===== src/shared/ppd_pkg.sv =====
// constants and types for the per-port timing drop counters and transmit parse block
package ppd_pkg;

  // ports and bus geometry
  localparam int PPD_NPORT = 3;
  localparam int PPD_AW = 9;
  localparam int PPD_DW = 32;

  // printed register offsets
  localparam logic [8:0] PPD_OFF_TX_PARSE = 9'h158;
  localparam logic [8:0] PPD_OFF_CSUM_CNT = 9'h188;
  localparam logic [8:0] PPD_OFF_FILT_CNT = 9'h18c;
  // bank/port select, unit control and custom destination address
  localparam logic [8:0] PPD_OFF_SEL = 9'h100;
  localparam logic [8:0] PPD_OFF_CTRL = 9'h104;
  localparam logic [8:0] PPD_OFF_MAC_UP = 9'h108;
  localparam logic [8:0] PPD_OFF_MAC_LO = 9'h10c;

  // bank codes
  localparam logic [2:0] PPD_BANK_CNT = 3'h1;
  localparam logic [2:0] PPD_BANK_PARSE = 3'h2;

  // select and control register fields
  localparam int PPD_SEL_BANK_LSB = 0;
  localparam int PPD_SEL_PORT_LSB = 4;
  localparam int PPD_CTRL_ENA_BIT = 0;

  // transmit parse register fields
  localparam int PPD_PARSE_W = 15;
  localparam int PPD_B_V4 = 0;
  localparam int PPD_B_V6 = 1;
  localparam int PPD_B_L2 = 2;
  localparam int PPD_B_MACCHK = 3;
  localparam int PPD_B_IPCHK = 4;
  localparam int PPD_B_V4_CUSTOM = 5;
  localparam int PPD_B_V6_CUSTOM = 6;
  localparam int PPD_B_L2_CUSTOM = 7;
  localparam int PPD_B_GRP0 = 12;
  localparam int PPD_B_L2_GENERAL = 13;
  localparam int PPD_B_L2_PDELAY = 14;
  localparam logic [14:0] PPD_PARSE_RST = 15'h711f;

  // counter width, reset and ceiling
  localparam logic [31:0] PPD_CNT_RST = 32'h0000_0000;
  localparam logic [31:0] PPD_CNT_MAX = 32'hffff_ffff;

  // egress frame format codes
  localparam logic [1:0] PPD_FMT_V4 = 2'h0;
  localparam logic [1:0] PPD_FMT_V6 = 2'h1;
  localparam logic [1:0] PPD_FMT_L2 = 2'h2;

  // fixed destination addresses
  localparam logic [47:0] PPD_MAC_L2_PDELAY = 48'h0180_c200_000e;
  localparam logic [47:0] PPD_MAC_L2_GENERAL = 48'h011b_1900_0000;
  localparam int PPD_NGRP = 5;
  localparam logic [4:0][15:0] PPD_GRP_LO = {16'h006b, 16'h0184, 16'h0183, 16'h0182, 16'h0181};
  localparam logic [4:0] PPD_GRP_ANY_SCOPE = 5'h0f;
  localparam logic [3:0] PPD_V6_FIXED_SCOPE = 4'h2;
  localparam logic [31:0] PPD_V4_MAC_TOP = 32'h0100_5e00;
  localparam logic [31:0] PPD_V6_MAC_TOP = 32'h3333_0000;
  localparam logic [15:0] PPD_V4_IP_TOP = 16'he000;
  localparam logic [7:0] PPD_V6_IP_PFX = 8'hff;

  // state of one saturating counter
  typedef struct packed {
    logic [31:0] count;
  } ppd_cnt_type;

  // state of the register and parse logic
  typedef struct packed {
    logic [2:0] bank;
    logic [1:0] port;
    logic ena;
    logic [15:0] mac_up;
    logic [31:0] mac_lo;
    logic [2:0][14:0] parse;
    logic [31:0] rdata;
    logic [2:0] mac_err;
    logic tx_valid;
    logic tx_hit;
  } ppd_main_type;

endpackage : ppd_pkg


===== src/ppd_port_unit.sv =====
// per-port drop counters, transmit parse enables and egress timing classifier
`timescale 1ns/1ps
`default_nettype none
module ppd_port_unit
  import ppd_pkg::*;
(
  input wire logic clk_sys,
  input wire logic rst,
  input wire logic [8:0] reg_addr,
  input wire logic [31:0] reg_wdata,
  input wire logic reg_wr,
  input wire logic reg_rd,
  output logic [31:0] reg_rdata,
  input wire logic [2:0] rx_csum_drop,
  input wire logic [2:0] rx_filter_drop,
  output logic [2:0] rx_mac_error,
  input wire logic tx_check,
  input wire logic [1:0] tx_port,
  input wire logic [1:0] tx_format,
  input wire logic [47:0] tx_dest_mac,
  input wire logic [127:0] tx_dest_ip,
  output logic tx_result_valid,
  output logic tx_is_timing,
  output logic timing_unit_enable
);

  localparam ppd_main_type PPD_MAIN_RST = '{
    bank: 3'h0,
    port: 2'h0,
    ena: 1'b0,
    mac_up: 16'h0000,
    mac_lo: 32'h0000_0000,
    parse: {PPD_PARSE_RST, PPD_PARSE_RST, PPD_PARSE_RST},
    rdata: 32'h0000_0000,
    mac_err: 3'h0,
    tx_valid: 1'b0,
    tx_hit: 1'b0
  };

  ppd_main_type st_r;
  ppd_main_type st_nxt;

  logic [2:0][31:0] csum_cnt;
  logic [2:0][31:0] filt_cnt;
  logic [2:0] csum_wr;
  logic [2:0] filt_wr;
  logic port_ok;
  logic tx_port_ok;
  logic [14:0] cfg;
  logic [47:0] custom_mac;
  logic [4:0] grp_hit;
  logic mac_pass;
  logic fmt_on;
  logic addr_hit;
  logic l2_hit;
  logic custom_hit;
  logic hit;
  logic [31:0] rd_mux;

  // window target: bank chooses the register set, port its instance
  assign port_ok = st_r.port < 2'(PPD_NPORT);

  // per-port counters and their window-decoded load strobes
  genvar p;
  generate
    for (p = 0; p < PPD_NPORT; p++) begin : g_port
      assign csum_wr[p] = reg_wr && reg_addr == PPD_OFF_CSUM_CNT &&
                          st_r.bank == PPD_BANK_CNT && st_r.port == 2'(p);
      assign filt_wr[p] = reg_wr && reg_addr == PPD_OFF_FILT_CNT &&
                          st_r.bank == PPD_BANK_CNT && st_r.port == 2'(p);
      ppd_sat_counter u_csum (
        .clk_sys(clk_sys),
        .rst(rst),
        .inc(rx_csum_drop[p]),
        .wr(csum_wr[p]),
        .wr_data(reg_wdata),
        .count(csum_cnt[p])
      );
      ppd_sat_counter u_filt (
        .clk_sys(clk_sys),
        .rst(rst),
        .inc(rx_filter_drop[p]),
        .wr(filt_wr[p]),
        .wr_data(reg_wdata),
        .count(filt_cnt[p])
      );
    end
  endgenerate

  // configuration of the port whose frame is being classified
  assign tx_port_ok = tx_port < 2'(PPD_NPORT);
  assign cfg = tx_port_ok ? st_r.parse[tx_port] : 15'h0000;
  assign custom_mac = {st_r.mac_up, st_r.mac_lo};
  // with MAC checking off the destination MAC is not examined
  assign mac_pass = !cfg[PPD_B_MACCHK];

  // fixed IP group entries, one per enable bit 12 down to 8
  genvar g;
  generate
    for (g = 0; g < PPD_NGRP; g++) begin : g_grp
      logic mac_ok;
      logic ip_ok;
      logic v6_ip;
      assign v6_ip = tx_dest_ip[127:120] == PPD_V6_IP_PFX &&
                     tx_dest_ip[119:116] == 4'h0 &&
                     (PPD_GRP_ANY_SCOPE[g] || tx_dest_ip[115:112] == PPD_V6_FIXED_SCOPE) &&
                     tx_dest_ip[111:16] == 96'h0 &&
                     tx_dest_ip[15:0] == PPD_GRP_LO[g];
      always_comb begin
        mac_ok = 1'b0;
        ip_ok = 1'b0;
        if (tx_format == PPD_FMT_V4) begin
          mac_ok = tx_dest_mac == {PPD_V4_MAC_TOP, PPD_GRP_LO[g]};
          ip_ok = tx_dest_ip[31:0] == {PPD_V4_IP_TOP, PPD_GRP_LO[g]};
        end else if (tx_format == PPD_FMT_V6) begin
          mac_ok = tx_dest_mac == {PPD_V6_MAC_TOP, PPD_GRP_LO[g]};
          ip_ok = v6_ip;
        end
      end
      assign grp_hit[g] = cfg[PPD_B_GRP0 - g] && (tx_format == PPD_FMT_V4 ||
                          tx_format == PPD_FMT_V6) &&
                          (mac_ok || !cfg[PPD_B_MACCHK]) && (ip_ok || !cfg[PPD_B_IPCHK]);
    end
  endgenerate

  // layer-2 fixed multicast destinations
  assign l2_hit = tx_format == PPD_FMT_L2 &&
                  ((cfg[PPD_B_L2_PDELAY] && (mac_pass || tx_dest_mac == PPD_MAC_L2_PDELAY)) ||
                   (cfg[PPD_B_L2_GENERAL] && (mac_pass || tx_dest_mac == PPD_MAC_L2_GENERAL)));

  // custom destination MAC, enabled separately per format
  always_comb begin
    custom_hit = 1'b0;
    case (tx_format)
      PPD_FMT_L2: custom_hit = cfg[PPD_B_L2_CUSTOM];
      PPD_FMT_V6: custom_hit = cfg[PPD_B_V6_CUSTOM];
      PPD_FMT_V4: custom_hit = cfg[PPD_B_V4_CUSTOM];
      default: custom_hit = 1'b0;
    endcase
    custom_hit = custom_hit && (mac_pass || tx_dest_mac == custom_mac);
  end

  // format detection enable per frame kind
  always_comb begin
    case (tx_format)
      PPD_FMT_V4: fmt_on = cfg[PPD_B_V4];
      PPD_FMT_V6: fmt_on = cfg[PPD_B_V6];
      PPD_FMT_L2: fmt_on = cfg[PPD_B_L2];
      default: fmt_on = 1'b0;
    endcase
  end

  assign addr_hit = (|grp_hit) || l2_hit || custom_hit;
  // only a running unit takes egress timestamps
  assign hit = st_r.ena && tx_port_ok && fmt_on && addr_hit;

  // read multiplexer over the shared window
  always_comb begin
    rd_mux = 32'h0000_0000;
    case (reg_addr)
      PPD_OFF_SEL: begin
        rd_mux[PPD_SEL_BANK_LSB +: 3] = st_r.bank;
        rd_mux[PPD_SEL_PORT_LSB +: 2] = st_r.port;
      end
      PPD_OFF_CTRL: rd_mux[PPD_CTRL_ENA_BIT] = st_r.ena;
      PPD_OFF_MAC_UP: rd_mux[15:0] = st_r.mac_up;
      PPD_OFF_MAC_LO: rd_mux = st_r.mac_lo;
      PPD_OFF_CSUM_CNT: begin
        if (st_r.bank == PPD_BANK_CNT && port_ok) begin
          rd_mux = csum_cnt[st_r.port];
        end
      end
      PPD_OFF_FILT_CNT: begin
        if (st_r.bank == PPD_BANK_CNT && port_ok) begin
          rd_mux = filt_cnt[st_r.port];
        end
      end
      PPD_OFF_TX_PARSE: begin
        if (st_r.bank == PPD_BANK_PARSE && port_ok) begin
          rd_mux[PPD_PARSE_W-1:0] = st_r.parse[st_r.port];
        end
      end
      default: rd_mux = 32'h0000_0000;
    endcase
  end

  // next state: register writes, read capture, error and classify results
  always_comb begin
    st_nxt = st_r;
    st_nxt.rdata = reg_rd ? rd_mux : 32'h0000_0000;
    if (reg_wr) begin
      case (reg_addr)
        PPD_OFF_SEL: begin
          st_nxt.bank = reg_wdata[PPD_SEL_BANK_LSB +: 3];
          st_nxt.port = reg_wdata[PPD_SEL_PORT_LSB +: 2];
        end
        PPD_OFF_CTRL: st_nxt.ena = reg_wdata[PPD_CTRL_ENA_BIT];
        PPD_OFF_MAC_UP: st_nxt.mac_up = reg_wdata[15:0];
        PPD_OFF_MAC_LO: st_nxt.mac_lo = reg_wdata;
        PPD_OFF_TX_PARSE: begin
          // software keeps the unit off while changing these
          if (st_r.bank == PPD_BANK_PARSE && port_ok) begin
            st_nxt.parse[st_r.port] = reg_wdata[PPD_PARSE_W-1:0];
          end
        end
        default: st_nxt.bank = st_r.bank;
      endcase
    end
    st_nxt.mac_err = rx_csum_drop | rx_filter_drop;
    st_nxt.tx_valid = tx_check;
    st_nxt.tx_hit = tx_check && hit;
  end

  // state register
  always_ff @(posedge clk_sys or posedge rst) begin
    if (rst) begin
      st_r <= PPD_MAIN_RST;
    end else begin
      st_r <= st_nxt;
    end
  end

  assign reg_rdata = st_r.rdata;
  assign rx_mac_error = st_r.mac_err;
  assign tx_result_valid = st_r.tx_valid;
  assign tx_is_timing = st_r.tx_hit;
  assign timing_unit_enable = st_r.ena;
endmodule : ppd_port_unit
`default_nettype wire


===== src/ppd_sat_counter.sv =====
// saturating 32-bit drop counter with software load
`timescale 1ns/1ps
`default_nettype none
module ppd_sat_counter
  import ppd_pkg::*;
(
  input wire logic clk_sys,
  input wire logic rst,
  input wire logic inc,
  input wire logic wr,
  input wire logic [31:0] wr_data,
  output logic [31:0] count
);

  ppd_cnt_type st_r;
  ppd_cnt_type st_nxt;

  // software load beats a coincident increment; count stops at the ceiling
  always_comb begin
    st_nxt = st_r;
    if (wr) begin
      st_nxt.count = wr_data;
    end else if (inc && st_r.count != PPD_CNT_MAX) begin
      st_nxt.count = st_r.count + 32'h0000_0001;
    end
  end

  // state register
  always_ff @(posedge clk_sys or posedge rst) begin
    if (rst) begin
      st_r.count <= PPD_CNT_RST;
    end else begin
      st_r <= st_nxt;
    end
  end

  assign count = st_r.count;
endmodule : ppd_sat_counter
`default_nettype wire


===== config.mk =====
export PLATFORM = sky130hd
export DESIGN_NAME = ppd_port_unit
export DESIGN_NICKNAME = d
export VERILOG_FILES = /design/src/shared/ppd_pkg.sv /design/src/ppd_port_unit.sv /design/src/ppd_sat_counter.sv
export SDC_FILE = /design/constraint.sdc
export NUM_CORES = 1
export LEC_CHECK = 0
export ABC_AREA = 1
export CAP_MARGIN = 15
export CORE_MARGIN = 2
export CORE_UTILIZATION = 35
export CTS_CLUSTER_DIAMETER = 100
export DETAILED_ROUTE_END_ITERATION = 10
export DONT_BUFFER_PORTS = 1
export HOLD_SLACK_MARGIN = 0.08
export PLACE_DENSITY = 0.58
export SYNTH_ARGS = -nofsm -noshare
export SYNTH_HDL_FRONTEND = slang
export SYNTH_SLANG_ARGS = --single-unit
export TNS_END_PERCENT = 5

===== constraint.sdc =====
create_clock -name clk_sys -period 8.9 [get_ports clk_sys]
set_input_delay 0.445 -clock clk_sys [delete_from_list [all_inputs] [get_ports clk_sys]]
set_output_delay 0.445 -clock clk_sys [all_outputs]
set_load 0.02 [all_outputs]

==> impl_metrics.yaml <==
drt:
  drtAntennaViolNets: 0
  viasPerCell: 5.75
  drt-pass1-iter-count: 6
  avgRoutedWirePerCell_um: 24.6
  drt_iter0_markers: 2969
  num_vias: 21800
  drc: 0
  drt-total-wl_mm: 93.5
sta:
  rsz0062_at_grt: "no"
  fmax_ghz: 0.288
  timing.final.max_slew_violations: 0
  setup-tns-final_ns: 0
  whs_ns: 0.0920
  skew_ns: 0.0266
  hold_viol: 0
  layout_min_cycle_time_ns: 3.47
  setup_viol: 0
  setup_slack_ns: 5.43
  maxSlewHeadroom_pct: 26.0
  fin_crit_sh_pct: 39.0
  worst_pin_slew_ns: 1.11
grt:
  grt_pass1_wl_mm: 135
  grt_antenna_before_repair: 6
  grtUsageTotal_pct: 28.7
  grt_pass1_vias: 20100
  grt_overflow: 0
  grt_max_degree: 141
floorplanning:
  die_w_um: 253
  die_h_um: 253
  dieArea_um2: 64100
  start_util_pct: 35.3
  io_pins: 270
  core_area_um2: 61600
  num_rows: 91
power:
  ir_drop_mv: 0.134
  total_power_mw: 4.46
  p_leak_nw: 10.1
  pwr_density_cell_nw_per_um2: 187
setup_path:
  rrSetupSlack_ns: 5.43
  arrival_ns: 3.95
  cp_data_required_time_ns: 9.38
  r2r-end: "g_port[1].u_filt.count[6]$_DFFE_PP0P_"
  rr_worst_depth: 9
  cp-end-kind: "flop"
  rr_startpoint: "st_r[132]$_DFFE_PP0P_"
  worstSetupPathType: "reg2reg"
  crit_path_start_kind: "flop"
  worstPathMaxFanout: 42
min_path:
  hp-class: "in2reg"
  holdPathStages: 2
  min_to: "g_port[1].u_csum.count[23]$_DFFE_PP0P_"
  worstHoldStart: "reg_wdata[23]"
clock_tree:
  cts_htree_levels: 2
  ctsResizeCount: 0
  path_clk_slew_ns: 0.06
  cts_buffers: 40
  cts-root-buf: "clkbuf_16"
  cts_setup_buffers: 0
  clock_sink_count: 328
  cts_tree: "done"
  cts_buffer_depth: 3
  clock_latency_ns: 0.59
  postCtsHoldBufs: 39
synth:
  synth.net_count: 3214
  synth_flop_cell: "dfrtp_1"
  syn-instance-count: 2976
  async_flop_share_pct: 100
  synth.ff_latch_count: 328
  yosysSeqAreaShare_pct: 37.9
  synth.largest_area_cell: "dfrtp_1"
  synth_edf_count: 0
  netlist_area_um2: 21700
  ys_top_cells_by_area: "dfrtp_1 35%, nand2_1 11%, inv_1 6.3%, xor2_1 5.4%, nor2_1 5.2%"
  syn_area_per_cell_um2: 7.31
  yosysWarnings: 0
  synth_top_cell_area_share_pct: 34.6
  yosysUniqueCellTypes: 49
cells_and_area:
  fillers: 6512
  final_cells: 3796
  final_common_cell: "nand2_1"
  stdcell_area_um2: 23900
  nets: 3162
  area_growth_syn_to_layout_pct: 9.86
  multi_input_area_um2: 11300
  regArea_um2: 8240
  drive_gt1_share_pct: 6.74
  final_cell_mix: "663 x nand2_1, 364 x inv_1, 301 x dfrtp_1"
  final_util_pct: 38.8
placement:
  place_inst: 3680
  placed_cell_area_um2: 22200
  post-place-ws_ns: 5.53
  dp_hpwl_mm: 67.1
  place_congestion: 0.980
  port_buffers: 0
status:
  outcome: "finished clean"
run:
  maxCapViolations: 0
-- critical path: stages (launching register included) --
cell,delay (ns)
dfrtp_1,0.47
inv_1,0.11
nand2_2,0.36
buf_4,0.50
nor2_1,0.18
inv_2,0.58
nand3_2,0.44
inv_2,0.41
o21ai_0,0.17
o221ai_2,0.08
-- state kept, by name, indices dropped and copies added (netlist names) --
signal               flops
g_port.u_csum.count     96
st_r                    50
rx_mac_error             3
tx_result_valid          1
timing_unit_enable       1
tx_is_timing             1
reg_rdata               32
custom_mac              48
g_port.u_filt.count     96
-- logic make-up (layout without fill, tap and decap cells) --
kind of cell	count (synthesis)	count (layout)	share of synthesized area [%]
buffers and inverters	534	512	10.2
and+or+nand+nor	1337	1337	26.8
other	0	5	0
DFF	328	328	37.9
xor gates and xnor gates	174	174	7.01
adders and majority gates	6	6	0.345
AOI/OAI and AO/OA	597	597	17.7
-- area by class of cell --
cell class,count,share of cell area [%]
Antenna cell,5,0.0524
Clock buffer,63,5.14
Clock inverter,9,0.429
Inverter,389,6.13
Multi-Input combinational cell,2114,47.3
Sequential cell,328,34.5
Tap cell,837,4.38
Timing Repair Buffer,51,2.06
-- synth_stat cells (6+ instances only) --
| master | count |
|---|---|
| a22oi_1 | 8 |
| o221ai_1 | 110 |
| o22ai_1 | 97 |
| xor2_1 | 135 |
| a21oi_1 | 106 |
| nand4_1 | 63 |
| buf_6 | 6 |
| and2_1 | 6 |
| nor3_1 | 88 |
| dfstp_2 | 27 |
| nand3_1 | 117 |
| inv_2 | 17 |
| nor2_4 | 10 |
| clkinv_1 | 7 |
| nor2_2 | 18 |
| clkbuf_1 | 73 |
| buf_1 | 6 |
| o21ai_0 | 166 |
| or2_2 | 11 |
| xnor2_1 | 39 |
| nand2_2 | 17 |
| a31oi_1 | 10 |
| buf_2 | 22 |
| nor4_1 | 14 |
| inv_1 | 365 |
| a221oi_1 | 23 |
| o211ai_1 | 42 |
| ha_1 | 6 |
| o21ai_1 | 13 |
| nand3b_1 | 6 |
| buf_4 | 38 |
| a211oi_1 | 8 |
| nand2_1 | 665 |
| dfrtp_1 | 301 |
| nand3_2 | 6 |
| nor2_1 | 302 |
-- power by group --
group / total (mW) / internal, mW / switching (mW)
logic: 0.872 / 0.294 / 0.579
clock network: 1.70 / 1.00 / 0.694
registers: 1.89 / 1.66 / 0.234
-- layer usage --
layer / share of wire, % / global-route usage (%) / wire length [µm]
met1: 40 / 38.3 / 37600
met2: 43 / 42.6 / 39700
met3: 12 / 8.01 / 11300
met4: 5.2 / 13.9 / 4830
met5: 0.011 / 0 / 10
-- worst max-delay path by stage --
stage	to	cells past startpoint	start	slack, ns
after floorplan	custom_mac[0]$_DFFE_PP0P_	1	rst	4.10
after global placement	g_port[1].u_csum.count[5]$_DFFE_PP0P_	12	reg_addr[1]	5.59
after detailed placement	g_port[1].u_csum.count[5]$_DFFE_PP0P_	12	reg_addr[1]	5.53
after CTS	g_port[1].u_csum.count[7]$_DFFE_PP0P_	9	st_r[132]$_DFFE_PP0P_	5.53
after global routing	g_port[1].u_csum.count[16]$_DFFE_PP0P_	9	st_r[132]$_DFFE_PP0P_	5.18
final	g_port[1].u_filt.count[6]$_DFFE_PP0P_	9	st_r[132]$_DFFE_PP0P_	5.43
Note: power is estimated with default switching activity, not from simulation.
